## config.mk

```make
export PLATFORM = sky130hd
export DESIGN_NAME = spg_config_top
export DESIGN_NICKNAME = d
export VERILOG_FILES = /design/src/hdl/spg_pkg.sv /design/src/hdl/spg_persistence_filter_if.sv /design/src/hdl/spg_config_top.sv /design/src/hdl/spg_persistence_filter_counter.sv
export SDC_FILE = /design/constraint.sdc
export NUM_CORES = 1
export LEC_CHECK = 0
export BUFFER_PORTS_ARGS = -buffer_cell sky130_fd_sc_hd__buf_4
export CAP_MARGIN = 20
export CELL_PAD_IN_SITES_DETAIL_PLACEMENT = 1
export CELL_PAD_IN_SITES_GLOBAL_PLACEMENT = 1
export CORE_MARGIN = 2
export CORE_UTILIZATION = 34
export CTS_CLUSTER_SIZE = 14
export DETAILED_ROUTE_END_ITERATION = 8
export GPL_ROUTABILITY_DRIVEN = 0
export PLACE_DENSITY = 0.83
export SETUP_SLACK_MARGIN = 0.3
export SKIP_LAST_GASP = 1
export SYNTH_ARGS = -nofsm -noshare
export SYNTH_HDL_FRONTEND = slang
export SYNTH_SLANG_ARGS = --single-unit
export TNS_END_PERCENT = 5
```

## constraint.sdc

```tcl
create_clock -name clk -period 2.3 [get_ports clk]
set_input_delay 0.46 -clock clk [delete_from_list [all_inputs] [get_ports clk]]
set_output_delay 0.46 -clock clk [all_outputs]
set_load 0.01 [all_outputs]
```

## src/hdl/spg_pkg.sv

```systemverilog
// package: register map, field layout and reset values of the persistence and gain block
package spg_pkg;
    // register byte addresses
    localparam logic [7:0] ADDR_PERSISTENCE_FILTER = 8'h8c;
    localparam logic [7:0] ADDR_GENERAL_CONFIG = 8'h8d;
    localparam logic [7:0] ADDR_PROXIMITY_GAIN_CONFIG = 8'h8e;
    // reset values
    localparam logic [7:0] RST_PERSISTENCE_FILTER = 8'h00;
    localparam logic [7:0] RST_GENERAL_CONFIG = 8'h10;
    localparam logic [7:0] RST_PROXIMITY_GAIN_CONFIG = 8'h43;
    localparam logic [7:0] UNMAPPED_READ = 8'h00;
    // persistence_filter fields
    localparam int PROX_PERSIST_MSB = 7;
    localparam int PROX_PERSIST_LSB = 4;
    localparam int LIGHT_PERSIST_MSB = 3;
    localparam int LIGHT_PERSIST_LSB = 0;
    // general_config fields
    localparam int WIDE_PROX_OUT_BIT = 7;
    localparam int PROX_WAIT_STRETCH_BIT = 3;
    localparam int LIGHT_WAIT_STRETCH_BIT = 2;
    // proximity_gain_config fields
    localparam int STAGE1_GAIN_MSB = 7;
    localparam int STAGE1_GAIN_LSB = 5;
    localparam int STAGE2_GAIN_MSB = 1;
    localparam int STAGE2_GAIN_LSB = 0;
    // persistence counting
    localparam int CNT_W = 6;
    localparam logic [5:0] PROX_CNT_MAX = 6'h0f;
    localparam logic [5:0] LIGHT_CNT_MAX = 6'h3c;
    localparam logic [3:0] LIGHT_LINEAR_LAST = 4'h3;
    localparam logic [5:0] LIGHT_STEP = 6'h05;
    localparam logic [5:0] LIGHT_SINGLE = 6'h01;
    // wait stretch factors
    localparam logic [3:0] WAIT_FACTOR_LONG = 4'hc;
    localparam logic [3:0] WAIT_FACTOR_NORMAL = 4'h1;
    // first stage gain table: codes 0..4 are powers of two
    localparam logic [2:0] STAGE1_GAIN_LAST = 3'h4;
    // threshold widths
    localparam int PROX_W = 14;
    localparam int LIGHT_W = 16;
endpackage : spg_pkg

```

## src/hdl/spg_persistence_filter_if.sv

```systemverilog
// interface: one persistence filter channel between the config top and a counter
`timescale 1ns/100ps
interface spg_persistence_filter_if;
    logic sampleValid;
    logic outOfRange;
    logic everyCycle;
    logic [spg_pkg::CNT_W-1:0] target;
    logic match;
    modport ctl (output sampleValid, output outOfRange, output everyCycle, output target,
        input match);
    modport cnt (input sampleValid, input outOfRange, input everyCycle, input target,
        output match);
endinterface : spg_persistence_filter_if

```

## src/hdl/spg_config_top.sv

```systemverilog
// module: persistence filters, wait stretch and proximity gain configuration registers
//
// Summary of operation
// RL1: prox_persist_code lives in persistence_filter bits 7:4, reset zero.
// RL2: prox code 0 interrupts every cycle; code 1 on any out-of-range result.
// RL3: prox codes 2..15 need that many consecutive out-of-range results.
// RL4: count consecutive out-of-range prox results; interrupt when count equals code.
// RL5: an in-window prox result clears the prox counter.
// RL6: light_persist_code lives in persistence_filter bits 3:0, reset zero.
// RL7: light codes 0 and 1 trigger on one result; codes 2, 3 need 2, 3.
// RL8: light codes 4..15 need five times (code minus 3) results, 5 to 60.
// RL9: count consecutive out-of-range light results; interrupt when count matches target.
// RL10: an in-window light result clears the light counter.
// RL11: config bit 7 with auto pulse control gives a 16-bit prox result; resets zero.
// RL12: prox_wait_stretch (config bit 3) multiplies prox wait by 12.
// RL13: light_wait_stretch (config bit 2) multiplies light wait by 12.
// RL14: host writes reserved bits with defaults: config 6:4=001, 1:0=00, gain 4:2=000.
// RL15: prox_stage1_gain in bits 7:5, reset 010; codes 0..4 give 1x to 16x.
// RL16: prox_stage2_gain in bits 1:0, reset 11; 0=2.5x, 1=5x, 3=10x.
// RL17: host never writes stage-two gain code 2.
// RL18: prox result out of range when below low or above high 14-bit threshold.
// RL19: light match sets light_irq_flag; with light_irq_enable it drives the interrupt pin.
// RL20: persistence counters saturate at their maximum count instead of wrapping.
`timescale 1ns/100ps
module spg_config_top (
    // clock and reset
    input wire logic clk,
    input wire logic rst,
    // register port
    input wire logic [7:0] regAddr,
    input wire logic regWrEn,
    input wire logic [7:0] regWrData,
    input wire logic regRdEn,
    output logic [7:0] regRdData,
    // proximity result path
    input wire logic proxResultValid,
    input wire logic [13:0] proxResult,
    input wire logic [13:0] proxLowThresh,
    input wire logic [13:0] proxHighThresh,
    // light clear-channel result path
    input wire logic lightResultValid,
    input wire logic [15:0] lightResult,
    input wire logic [15:0] lightLowThresh,
    input wire logic [15:0] lightHighThresh,
    // interrupt control
    input wire logic proxIrqEnable,
    input wire logic lightIrqEnable,
    input wire logic proxIrqClear,
    input wire logic lightIrqClear,
    output logic proxIrqFlag,
    output logic lightIrqFlag,
    output logic intPin,
    // configuration outputs and the auto pulse control input
    input wire logic autoPulseControl,
    output logic wideProxOutputEn,
    output logic [3:0] proxWaitFactor,
    output logic [3:0] lightWaitFactor,
    output logic [2:0] proxStage1Gain,
    output logic [4:0] proxStage1Mult,
    output logic [1:0] proxStage2Gain
);
    logic [7:0] persist_q;
    logic [7:0] persist_d;
    logic [7:0] genCfg_q;
    logic [7:0] genCfg_d;
    logic [7:0] gainCfg_q;
    logic [7:0] gainCfg_d;
    logic [7:0] rdData_q;
    logic [7:0] rdData_d;
    logic proxFlag_q;
    logic proxFlag_d;
    logic lightFlag_q;
    logic lightFlag_d;
    logic [3:0] proxCode;
    logic [3:0] lightCode;
    logic [5:0] lightTarget;

    spg_persistence_filter_if proxCh ();
    spg_persistence_filter_if lightCh ();

    // register file: reserved bits are stored as written, the host keeps them at defaults
    always_comb begin
        persist_d = persist_q;
        genCfg_d = genCfg_q;
        gainCfg_d = gainCfg_q;
        rdData_d = rdData_q;
        if (regWrEn) begin
            case (regAddr)
                spg_pkg::ADDR_PERSISTENCE_FILTER: persist_d = regWrData; // see RL1 see RL6
                spg_pkg::ADDR_GENERAL_CONFIG: genCfg_d = regWrData; // see RL12 see RL13
                spg_pkg::ADDR_PROXIMITY_GAIN_CONFIG: gainCfg_d = regWrData; // see RL15 see RL16
                default: persist_d = persist_q;
            endcase
        end
        if (regRdEn) begin
            case (regAddr)
                spg_pkg::ADDR_PERSISTENCE_FILTER: rdData_d = persist_q;
                spg_pkg::ADDR_GENERAL_CONFIG: rdData_d = genCfg_q;
                spg_pkg::ADDR_PROXIMITY_GAIN_CONFIG: rdData_d = gainCfg_q;
                default: rdData_d = spg_pkg::UNMAPPED_READ;
            endcase
        end
    end

    always_ff @(posedge clk or posedge rst) begin
        if (rst) begin
            persist_q <= spg_pkg::RST_PERSISTENCE_FILTER; // see RL1 see RL6
            genCfg_q <= spg_pkg::RST_GENERAL_CONFIG; // see RL11
            gainCfg_q <= spg_pkg::RST_PROXIMITY_GAIN_CONFIG; // see RL15 see RL16
            rdData_q <= spg_pkg::UNMAPPED_READ;
        end else begin
            persist_q <= persist_d;
            genCfg_q <= genCfg_d;
            gainCfg_q <= gainCfg_d;
            rdData_q <= rdData_d;
        end
    end

    assign regRdData = rdData_q;

    // persistence codes and targets
    assign proxCode = persist_q[spg_pkg::PROX_PERSIST_MSB:spg_pkg::PROX_PERSIST_LSB];
    assign lightCode = persist_q[spg_pkg::LIGHT_PERSIST_MSB:spg_pkg::LIGHT_PERSIST_LSB];

    always_comb begin
        if (lightCode <= spg_pkg::LIGHT_LINEAR_LAST) begin
            // codes 0 and 1 both mean a single result
            lightTarget = (lightCode < 4'h2) ? spg_pkg::LIGHT_SINGLE : {2'h0, lightCode}; // see RL7
        end else begin
            lightTarget = 6'({2'h0, lightCode - spg_pkg::LIGHT_LINEAR_LAST} * spg_pkg::LIGHT_STEP); // see RL8
        end
    end

    // proximity channel: code 0 matches on every valid result, code n needs n in a row
    assign proxCh.sampleValid = proxResultValid;
    assign proxCh.outOfRange = (proxResult < proxLowThresh) || (proxResult > proxHighThresh); // see RL18
    assign proxCh.everyCycle = (proxCode == 4'h0); // see RL2
    assign proxCh.target = {2'h0, proxCode}; // see RL3

    assign lightCh.sampleValid = lightResultValid;
    assign lightCh.outOfRange = (lightResult < lightLowThresh) || (lightResult > lightHighThresh);
    assign lightCh.everyCycle = 1'b0;
    assign lightCh.target = lightTarget; // see RL9

    spg_persistence_filter_counter #(.CNT_MAX(spg_pkg::PROX_CNT_MAX)) proxCounter (
        .clk(clk),
        .rst(rst),
        .ch(proxCh.cnt)
    );

    spg_persistence_filter_counter #(.CNT_MAX(spg_pkg::LIGHT_CNT_MAX)) lightCounter (
        .clk(clk),
        .rst(rst),
        .ch(lightCh.cnt)
    );

    // sticky flags: a match in the clear cycle wins so no event is lost
    always_comb begin
        proxFlag_d = proxCh.match | (proxFlag_q & ~proxIrqClear); // see RL4
        lightFlag_d = lightCh.match | (lightFlag_q & ~lightIrqClear); // see RL19
    end

    always_ff @(posedge clk or posedge rst) begin
        if (rst) begin
            proxFlag_q <= 1'b0;
            lightFlag_q <= 1'b0;
        end else begin
            proxFlag_q <= proxFlag_d;
            lightFlag_q <= lightFlag_d;
        end
    end

    assign proxIrqFlag = proxFlag_q;
    assign lightIrqFlag = lightFlag_q;
    assign intPin = (lightFlag_q & lightIrqEnable) | (proxFlag_q & proxIrqEnable); // see RL19

    // configuration decode; wide output only counts while auto pulse control runs
    assign wideProxOutputEn = genCfg_q[spg_pkg::WIDE_PROX_OUT_BIT] & autoPulseControl; // see RL11
    assign proxWaitFactor = genCfg_q[spg_pkg::PROX_WAIT_STRETCH_BIT] ?
        spg_pkg::WAIT_FACTOR_LONG : spg_pkg::WAIT_FACTOR_NORMAL; // see RL12
    assign lightWaitFactor = genCfg_q[spg_pkg::LIGHT_WAIT_STRETCH_BIT] ?
        spg_pkg::WAIT_FACTOR_LONG : spg_pkg::WAIT_FACTOR_NORMAL; // see RL13
    assign proxStage1Gain = gainCfg_q[spg_pkg::STAGE1_GAIN_MSB:spg_pkg::STAGE1_GAIN_LSB];
    // codes above 4 are undefined; they read back but give no gain
    assign proxStage1Mult = (proxStage1Gain <= spg_pkg::STAGE1_GAIN_LAST) ?
        5'(5'h01 << proxStage1Gain) : 5'h00; // see RL15
    assign proxStage2Gain = gainCfg_q[spg_pkg::STAGE2_GAIN_MSB:spg_pkg::STAGE2_GAIN_LSB]; // see RL16
endmodule : spg_config_top

```

## src/hdl/spg_persistence_filter_counter.sv

```systemverilog
// module: consecutive out-of-range counter of one persistence filter
`timescale 1ns/100ps
module spg_persistence_filter_counter #(
    parameter logic [5:0] CNT_MAX = 6'h0f
) (
    // clock and reset
    input wire logic clk,
    input wire logic rst,
    // channel
    spg_persistence_filter_if.cnt ch
);
    logic [spg_pkg::CNT_W-1:0] count_q;
    logic [spg_pkg::CNT_W-1:0] count_d;
    logic [spg_pkg::CNT_W-1:0] countInc;
    logic match_q;
    logic match_d;

    always_comb begin
        count_d = count_q;
        match_d = 1'b0;
        // saturate instead of wrapping: a long run keeps matching the same way
        countInc = (count_q == CNT_MAX) ? count_q : count_q + 6'h01; // see RL20
        if (ch.sampleValid) begin
            if (ch.everyCycle) begin
                match_d = 1'b1; // see RL2
            end
            if (ch.outOfRange) begin
                count_d = countInc; // see RL4 see RL9
                if (countInc == ch.target) begin
                    match_d = 1'b1; // see RL3 see RL4 see RL9
                end
            end else begin
                count_d = '0; // see RL5 see RL10
            end
        end
    end

    always_ff @(posedge clk or posedge rst) begin
        if (rst) begin
            count_q <= '0;
            match_q <= 1'b0;
        end else begin
            count_q <= count_d;
            match_q <= match_d;
        end
    end

    assign ch.match = match_q;
endmodule : spg_persistence_filter_counter

```

==> results of run 1 <==
[path summary, 6_finish.rpt]
path | from | to | cells after the start
max reg2reg | persist_q[1]$_DFFE_PP0P_ | lightCounter.ch.match$_DFF_PP0_ | 9
min in group clk | regWrData[3] | gainCfg_q[3]$_DFFE_PP0P_ | 2
max in group asynchronous | rst | proxCounter.ch.match$_DFF_PP0_ | 3
min | rst | proxCounter.count_q[3]$_DFFE_PP0P_ | 3
max | persist_q[1]$_DFFE_PP0P_ | lightCounter.ch.match$_DFF_PP0_ | 9
min reg2reg | lightCounter.ch.match$_DFF_PP0_ | lightIrqFlag$_DFF_PP0_ | 1
[through the flow]
stage               cell area, um2   util  setup TNS (ns)  total power [mW]  std cells
finish                        5860  0.470          -0.111              2.92        819
global route                  5860  0.470          -0.302              3.12        819
CTS                           5860  0.470          -0.170              2.94        818
detailed placement            5680  0.456           -1.52              2.16        808
global placement              5680  0.456          -0.406              2.07        808
floorplan                     4300      -         -0.0653              1.73        484
[critical path, stage by stage (launching register included)]
cell     delay [ns]
dfrtp_1        0.42
a21oi_2        0.19
xor2_1         0.18
ha_1           0.26
ha_2           0.18
fa_1           0.49
xor2_1         0.16
nor3_1         0.13
a32oi_1        0.13
nor4_2         0.17
[logic make-up after synthesis]
kind of cell / count (synthesis)
adder cells (fa/ha/maj): 66
multiplexers: 33
flip-flops: 48
other: 1
AO/OA/AOI/OAI: 110
AND/OR/NAND/NOR: 115
XOR/XNOR: 12
buffers and inverters: 98
[flip-flops by register name, summed over array words and instances (netlist names), 6 cells and up]
name	flops
genCfg_q	8
proxCounter.count_q	6
gainCfg_q	8
persist_q	8
regRdData	8
lightCounter.count_q	6
[area by class of cell]
| type | count | area share |
|---|---|---|
| clock buffers | 6 | 0.0237 |
| clock inverters | 2 | 0.00256 |
| inverters | 77 | 0.0493 |
| multi-input cells | 338 | 0.457 |
| flip-flops and latches | 48 | 0.206 |
| well taps | 172 | 0.0367 |
| repair buffers | 176 | 0.225 |
[power by group through the flow]
stage          clock network, mW  logic (mW)  registers, mW
2_1_floorplan                  0       0.712           1.02
3_5_place_dp                   0        1.08           1.08
4_1_cts                    0.778        1.09           1.07
5_1_grt                    0.811        1.23           1.09
3_3_place_gp                   0        1.00           1.07
6_report                   0.764        1.08           1.07
[cell usage in the layout (no fill, tap or decap), drive strengths merged, types with 4 or more instances in the layout]
master and n:
nand3 14, nor3b 5, ha 65, nor3 5, nand4 7, and4 6
o22ai 10, mux2i 9, nor2 20, dfstp 4, nand2 26, a21oi 46
mux2 24, a22o 4, and2 4, inv 77, a21o 7, xnor2 6
nor2b 4, dfrtp 44, and3 8, xor2 6, buf 176, o21ai 16
clkbuf 6, nor4 4
[what timing repair did]
| action | in CTS | in global routing |
|---|---|---|
| buffers inserted | 2 | 1 |
| pin swaps | 4 | 2 |
| hold endpoints to repair | 0 | 0 |
| resized for setup | 1 | 1 |
| setup endpoints to repair | 12 | 14 |
| gates cloned | 0 | 0 |
[metal layers]
metal	vias to the layer above	GRT usage
met5	-	0
met4	0	0.0500
met3	22	0.0426
met2	130	0.380
met1	1930	0.198
li1	2019	-
==> flow_metrics.env, run 1 <==
export IMPL_synth_top_family_by_area="adder cells"
export IMPL_routed_top_layer="met4"
export IMPL_violations="negative setup slack"
export IMPL_pwr_share_clk=0.262
export IMPL_grt_overflow=0
export IMPL_skew_ns=0.00655
export IMPL_antenna_found_initial=0
export IMPL_ir_drop_mv=0.288
export IMPL_synth_xor_area_share=0.0245
export IMPL_wl_met2_mm=6.64
export IMPL_nets=829
export IMPL_fmax_mhz=415
export IMPL_dp_hpwl_mm=10.7
export IMPL_place_ws_ns=-0.292
export IMPL_post_drt_wl_per_cell_um=15.3
export IMPL_cts_max_level=2
export IMPL_synth_seq_cells=48
export IMPL_synthMuxAreaShare=0.0841
export IMPL_synth_most_common_cell="inv_1"
export IMPL_synth_area_leaders="dfrtp_1 (26%), ha_1 (19%), inv_1 (6.7%), mux2_2 (6.3%), a21oi_1 (5.3%)"
export IMPL_crit_path_end_kind="flop"
export IMPL_power_frac_seq=0.366
export IMPL_drt_total_wl_mm=12.6
export IMPL_tightest_slew_ns=0.630
export IMPL_start_util=0.344
export IMPL_synth_top_area_cell="dfrtp_1"
export IMPL_synth_fa_ha_area_frac=0.194
export IMPL_fp_row_count=41
export IMPL_rsz0062_at_grt="yes"
export IMPL_grt_pass1_vias=4555
export IMPL_postCtsHoldBufs=0
export IMPL_drt_initial_drc_count=155
export IMPL_antennaDiodeCount=0
export IMPL_synth_compound_gate_area_share=0.164
export IMPL_pwr_share_comb=0.372
export IMPL_wl_met1_mm=4.85
export IMPL_dr_pass1_iters=4
export IMPL_power_density_nw_per_um2=498
export IMPL_synthCells=483
export IMPL_whs_ns=0.329
export IMPL_drive_gt1_frac=0.354
export IMPL_p_leak_nw=3.12
export IMPL_worstSetupStartpointType="flop"
export IMPL_vias_per_cell=5.01
export IMPL_hold_violations=0
export IMPL_synthTopCellsByCount="inv_1 (77), ha_1 (65), a21oi_1 (45), dfrtp_1 (44), nand2_1 (25)"
export IMPL_cts_buffers=5
export IMPL_synthFlopType="dfrtp_1"
export IMPL_switching_share=0.335
export IMPL_internal_power_mw=1.94
export IMPL_core_area_um2=12500
export IMPL_cts_sink_count=48
export IMPL_finalCritPeriodShare=1.05
export IMPL_vias=4101
export IMPL_cts_tree="built"
export IMPL_path_max_fanout=3
export IMPL_fp_dieH_um=116
export IMPL_final_setup_viol_count=1
export IMPL_grt_first_pass_wirelength_mm=20.8
export IMPL_maxSlewViolCount=0
export IMPL_async_flop_share=1.00
export IMPL_worst_ep_arrival_time_ns=2.60
export IMPL_switchingPower_uw=977
export IMPL_die_area_um2=13500
export IMPL_grt_max_degree=49
export IMPL_seq_area_um2=1210
export IMPL_yosys_warnings=0
export IMPL_syn_cell_area_um2=4290
export IMPL_root_buffer="clkbuf_16"
export IMPL_grt_usage=0.190
export IMPL_critical_path_class="flop to flop"
export IMPL_synth_top_area_frac=0.257
export IMPL_areaGrowthSynthToFinish_pct=36.8
export IMPL_ant_nets=0
export IMPL_hold_class="input pin to async pin"
export IMPL_synth_edf_count=0
export IMPL_die_w_um=116
export IMPL_cap_violations=0
export IMPL_clk_pin_slew_ns=0.07
export IMPL_outcome="complete, but fails checks"
export IMPL_clkLatencyLatePin_ns=0.29
export IMPL_n_fill_cell=1506
export IMPL_worstPathRequired_ns=2.49
export IMPL_relSlewSlack=0.580
export IMPL_ios=147
export IMPL_ys_seq_area_frac=0.281
export IMPL_syn_mean_instance_area_um2=8.87
export IMPL_drcViolationCount=0
export IMPL_ys_types=64
export IMPL_fin_crit_ns=2.41
export IMPL_met3WireLength_um=822
export IMPL_io_buffers=144
export IMPL_multi_input_area_um2=2680
export IMPL_synth_simple_area_share=0.151
export IMPL_rrSetupSlack_ns=-0.11
export IMPL_setup_slack_ns=-0.111
export IMPL_clk_path_buf_depth=2
(Power assumes the default switching activity.)
==> inputs of run 2 (changes only) <==
==> constraint.sdc (replaced) <==
create_clock -name clk -period 2.3 [get_ports clk]
set_input_delay 0.115 -clock clk [delete_from_list [all_inputs] [get_ports clk]]
set_output_delay 0.115 -clock clk [all_outputs]
set_load 0.01 [all_outputs]
==> run 2 against run 1 <==
Against the previous run: the flow still finishes with violations (negative setup slack); core utilization shrank 1.1 points; total power is 0.42% lower; combinational power is essentially flat; worst hold slack got worse by 0.25 ns; clock skew is 0.0022 ns lower; flip-flop and latch count did not move; global-route usage is 0.11 points higher; clock power decreased by 0.5%; count of clock-buffer cells in the layout is the same; die area did not move; first-iteration DRC count down 9.0%; critical path type unchanged.
==> flow_metrics.env, run 2 (synthesis results as in run 1) <==
export IMPL_r2r_end="lightCounter.ch.match$_DFF_PP0_"
export IMPL_critPathCapture="lightCounter.ch.match$_DFF_PP0_"
export IMPL_drcViolationCount=0
export IMPL_antenna_found_initial=0
export IMPL_n_fill_cell=1487
export IMPL_fin_crit_ns=2.51
export IMPL_power_density_nw_per_um2=508
export IMPL_cts_buffers=5
export IMPL_nets=808
export IMPL_dr_pass1_iters=4
export IMPL_die_w_um=116
export IMPL_tightest_slew_ns=0.503
export IMPL_post_drt_wl_per_cell_um=16.0
export IMPL_path_buf_inv=0
export IMPL_grt_pass1_vias=4591
export IMPL_root_buffer="clkbuf_16"
export IMPL_power_mw=2.91
export IMPL_final_cell_mix="buf_4 (154), inv_1 (76), ha_1 (64), a21oi_1 (44), dfrtp_1 (44)"
export IMPL_dpl_cell_area_um2=5530
export IMPL_grt_overflow=0
export IMPL_worstSetupStartpointType="flop"
export IMPL_ir_drop_mv=0.288
export IMPL_setup_tns_ns=-0.206
export IMPL_drt_total_wl_mm=12.8
export IMPL_drive_gt1_frac=0.335
export IMPL_grt_first_pass_wirelength_mm=20.9
export IMPL_fp_dieH_um=116
export IMPL_cp_top_family="adder cells"
export IMPL_path_max_fanout=3
export IMPL_cap_violations=0
export IMPL_clk_pin_slew_ns=0.07
export IMPL_ios=147
export IMPL_io_buffers=144
export IMPL_start_util=0.344
export IMPL_grt_usage=0.192
export IMPL_clk_path_buf_depth=2
export IMPL_cp_slowest_cell="fa_1"
export IMPL_vias_per_cell=5.18
export IMPL_postLayoutCellArea_um2=5730
export IMPL_place_ws_ns=-0.209
export IMPL_violations="negative setup slack"
export IMPL_crit_chain="a21oi_2, xor2_1, ha_1, ha_2, fa_1, xor2_2, nor3_2, a32oi_1, nor4_2"
export IMPL_outcome="complete, but fails checks"
export IMPL_skew_ns=0.00437
export IMPL_rsz0062_at_grt="yes"
export IMPL_finalCritPeriodShare=1.09
export IMPL_multi_input_area_um2=2700
export IMPL_cp_startpoint="persist_q[1]$_DFFE_PP0P_"
export IMPL_core_area_um2=12500
export IMPL_hold_class="input pin to flop"
export IMPL_fin_cells=798
export IMPL_antennaDiodeCount=0
export IMPL_rr_startpoint="persist_q[1]$_DFFE_PP0P_"
export IMPL_rrSetupSlack_ns=-0.21
export IMPL_dp_cells=788
export IMPL_hold_violations=0
export IMPL_cp_depth=9
export IMPL_die_area_um2=13500
export IMPL_cts_max_level=2
export IMPL_cts_tree="built"
export IMPL_maxSlewViolCount=0
export IMPL_worst_ep_arrival_time_ns=2.69
export IMPL_clkLatencyLatePin_ns=0.29
export IMPL_crit_path_end_kind="flop"
export IMPL_relSlewSlack=0.661
export IMPL_critical_path_class="flop to flop"
export IMPL_fmax_mhz=399
export IMPL_dp_hpwl_mm=10.6
export IMPL_layout_cells_most_common="buf_4"
export IMPL_setup_slack_ns=-0.206
export IMPL_grt_max_degree=31
export IMPL_final_setup_viol_count=1
export IMPL_cpPeakStageDelay_ns=0.49
export IMPL_ant_nets=0
export IMPL_reg2reg_depth=9
export IMPL_drt_initial_drc_count=141
export IMPL_worstPathRequired_ns=2.49
export IMPL_cts_sink_count=48
export IMPL_p_leak_nw=3.02
export IMPL_fp_row_count=41
export IMPL_areaGrowthSynthToFinish_pct=33.6
export IMPL_seq_area_um2=1210
export IMPL_vias=4130
==> run 2: cell count changes in the layout (fill, tap and decap cells not counted), sizes merged <==
cell and change:
dlygate4sd3 +1, buf -22
==> run 2: metrics by stage <==
stage                     utilization  hold WS (ns)
after global routing            0.459        0.0834
final                           0.459        0.0833
after detailed placement        0.444         0.165
after global placement          0.444         0.157
after floorplan                     -         0.232
after CTS                       0.459        0.0791
==> run 2: final cells by class <==
class / count / area share
multi-input combinational: 338 / 0.471
tap: 172 / 0.0376
clock inverter: 2 / 0.00262
timing repair buffer: 155 / 0.204
inverter: 77 / 0.0505
sequential: 48 / 0.211
clock buffer: 6 / 0.0243
==> run 2: how the worst min path moves through the flow <==
stage                 start                            endpoint  slack (ns)  cells after the start
2_1_floorplan  regWrData[0]            persist_q[0]$_DFFE_PP0P_        0.23                      2
3_3_place_gp            rst  proxCounter.count_q[5]$_DFFE_PP0P_        0.16                      2
3_5_place_dp            rst  proxCounter.count_q[5]$_DFFE_PP0P_        0.17                      2
4_1_cts        regWrData[3]            gainCfg_q[3]$_DFFE_PP0P_        0.08                      2
5_1_grt        regWrData[4]            gainCfg_q[4]$_DFFE_PP0P_        0.08                      2
6_report       regWrData[3]            gainCfg_q[3]$_DFFE_PP0P_        0.08                      2
==> run 2: power breakdown <==
part	internal [mW]	switching [mW]	leakage [nW]	total [mW]
registers	0.939	0.131	0.633	1.07
clock network	0.433	0.327	0.0691	0.760
logic	0.546	0.530	2.32	1.08
total	1.92	0.988	3.02	2.91
==> run 2: per-layer routing <==
layer | vias up | wire (um) | GRT usage
li1 | 1974 | - | -
met5 | - | 0 | 0
met4 | 0 | 355 | 0.0706
met2 | 143 | 6690 | 0.375
met1 | 1979 | 5080 | 0.206
met3 | 34 | 674 | 0.0296
==> run 2: what timing repair did <==
item / 4_1_cts / 5_1_grt
resized for setup: 3 / 1
hold endpoints to repair: 18 / 0
endpoints found under the setup margin: 2 / 3
setup buffers: 1 / 0
pin swaps: 2 / 3
hold buffers: 1 / 0
==> inputs of run 3 (changes only) <==
--- a/config.mk
+++ b/config.mk
@@ -16,6 +16,7 @@
 export GPL_ROUTABILITY_DRIVEN = 0
 export PLACE_DENSITY = 0.83
 export SETUP_SLACK_MARGIN = 0.3
+export SKIP_CTS_REPAIR_TIMING = 1
 export SKIP_LAST_GASP = 1
 export SYNTH_ARGS = -nofsm -noshare
 export SYNTH_HDL_FRONTEND = slang
==> run 3 against run 2 <==
Against the previous run: the flow still finishes with violations (negative setup slack); wire length down 0.23%; register-to-register slack got worse by 0.07 ns; worst hold slack improved by 0.0026 ns.
==> flow_metrics.env, run 3 (synthesis results as in run 1) <==
export IMPL_die_area_um2=13500
export IMPL_drive_gt1_frac=0.333
export IMPL_die_w_um=116
export IMPL_cts_sink_count=48
export IMPL_drt_initial_drc_count=145
export IMPL_worst_ep_arrival_time_ns=2.74
export IMPL_grt_usage=0.190
export IMPL_antenna_found_initial=0
export IMPL_crit_path_end_kind="flop"
export IMPL_setup_slack_ns=-0.274
export IMPL_nets=809
export IMPL_finalCritPeriodShare=1.12
export IMPL_ios=147
export IMPL_violations="negative setup slack"
export IMPL_vias_per_cell=5.18
export IMPL_power_density_nw_per_um2=507
export IMPL_utilization=0.459
export IMPL_io_buffers=144
export IMPL_fin_crit_ns=2.57
export IMPL_path_max_fanout=3
export IMPL_outcome="complete, but fails checks"
export IMPL_root_buffer="clkbuf_16"
export IMPL_rsz0062_at_grt="yes"
export IMPL_grt_first_pass_wirelength_mm=20.8
export IMPL_clk_pin_slew_ns=0.07
export IMPL_cap_violations=0
export IMPL_maxSlewViolCount=0
export IMPL_dpl_cell_area_um2=5530
export IMPL_hold_class="input pin to flop"
export IMPL_tightest_slew_ns=0.505
export IMPL_dr_pass1_iters=4
export IMPL_skew_ns=0.00432
export IMPL_fmax_mhz=389
export IMPL_drcViolationCount=0
export IMPL_worstSetupStartpointType="flop"
export IMPL_core_area_um2=12500
export IMPL_pwr_share_comb=0.368
export IMPL_pwr_share_clk=0.262
export IMPL_hold_violations=0
export IMPL_critical_path_class="flop to flop"
export IMPL_switchingPower_uw=985
export IMPL_post_drt_wl_per_cell_um=16.0
export IMPL_relSlewSlack=0.660
export IMPL_internal_power_mw=1.91
export IMPL_place_ws_ns=-0.209
export IMPL_grt_pass1_vias=4577
export IMPL_layout_cells_most_common="buf_4"
export IMPL_ir_drop_mv=0.289
export IMPL_final_cell_mix="buf_4 (155), inv_1 (76), ha_1 (64), a21oi_1 (44), dfrtp_1 (44)"
export IMPL_dp_hpwl_mm=10.6
export IMPL_p_leak_nw=3.02
export IMPL_postLayoutCellArea_um2=5720
export IMPL_switching_share=0.340
export IMPL_cts_buffers=5
export IMPL_grt_overflow=0
export IMPL_drt_total_wl_mm=12.8
export IMPL_cts_tree="built"
export IMPL_cts_max_level=2
export IMPL_clkLatencyLatePin_ns=0.29
export IMPL_worstPathRequired_ns=2.47
export IMPL_clk_path_buf_depth=2
export IMPL_antennaDiodeCount=0
export IMPL_power_mw=2.90
export IMPL_grt_max_degree=31
export IMPL_areaGrowthSynthToFinish_pct=33.5
export IMPL_vias=4136
export IMPL_power_frac_seq=0.370
export IMPL_fp_dieH_um=116
export IMPL_start_util=0.344
export IMPL_final_setup_viol_count=1
export IMPL_ant_nets=0
export IMPL_fp_row_count=41
run 3: changes by cell type in the layout (fill, tap and decap cells not counted), sizes merged:
cell  previous run  this run
buf            154       155
run 3: worst paths after layout:
path	startpoint	endpoint	slack [ns]	cells past startpoint
max	persist_q[1]$_DFFE_PP0P_	lightCounter.ch.match$_DFF_PP0_	-0.27	9
min	regWrData[4]	gainCfg_q[4]$_DFFE_PP0P_	0.09	2
min reg2reg	lightCounter.ch.match$_DFF_PP0_	lightIrqFlag$_DFF_PP0_	0.45	1
max reg2reg	persist_q[1]$_DFFE_PP0P_	lightCounter.ch.match$_DFF_PP0_	-0.27	9
max in group asynchronous	rst	gainCfg_q[1]$_DFFE_PP1P_	1.08	4
min in group asynchronous	rst	proxCounter.count_q[5]$_DFFE_PP0P_	0.42	3
run 3: critical path, stage by stage, from the launching register on:
cell     delay (ns)
dfrtp_1        0.43
a21oi_2        0.20
xor2_1         0.18
ha_1           0.26
ha_2           0.18
fa_1           0.46
xor2_1         0.18
nor3_2         0.16
a32oi_1        0.15
nor4_1         0.26
run 3: per-stage QoR:
| step | hold slack, ns | TNS (ns) | std cells |
|---|---|---|---|
| 6_report | 0.0859 | -0.274 | 799 |
| 2_1_floorplan | 0.232 | -0.0653 | 484 |
| 4_1_cts | -0.139 | -0.455 | 796 |
| 3_3_place_gp | 0.157 | -0.0953 | 788 |
| 3_5_place_dp | 0.165 | -0.209 | 788 |
| 5_1_grt | 0.0834 | -0.408 | 799 |
run 3: per-layer routing:
metal	track usage	share of wire	vias to the layer above
met3	0.0301	0.054	32
met5	0	0	-
met1	0.203	0.40	1988
met4	0.0675	0.025	0
li1	-	-	1977
met2	0.373	0.52	139
run 3: cell type report:
cell class | count | area (um2)
inverters | 77 | 289
repair buffers | 156 | 1170
fillers | 1486 | 6750
clock inverters | 2 | 15.0
clock buffers | 6 | 139
well taps | 172 | 215
multi-input cells | 338 | 2680
flip-flops and latches | 48 | 1210
run 3: power by group through the flow:
| stage | registers [mW] | logic [mW] | clock network [mW] |
|---|---|---|---|
| after floorplan | 1.02 | 0.712 | 0 |
| after global placement | 1.07 | 0.974 | 0 |
| after detailed placement | 1.08 | 1.04 | 0 |
| after CTS | 1.07 | 1.07 | 0.773 |
| after global routing | 1.08 | 1.19 | 0.812 |
| final | 1.07 | 1.07 | 0.760 |
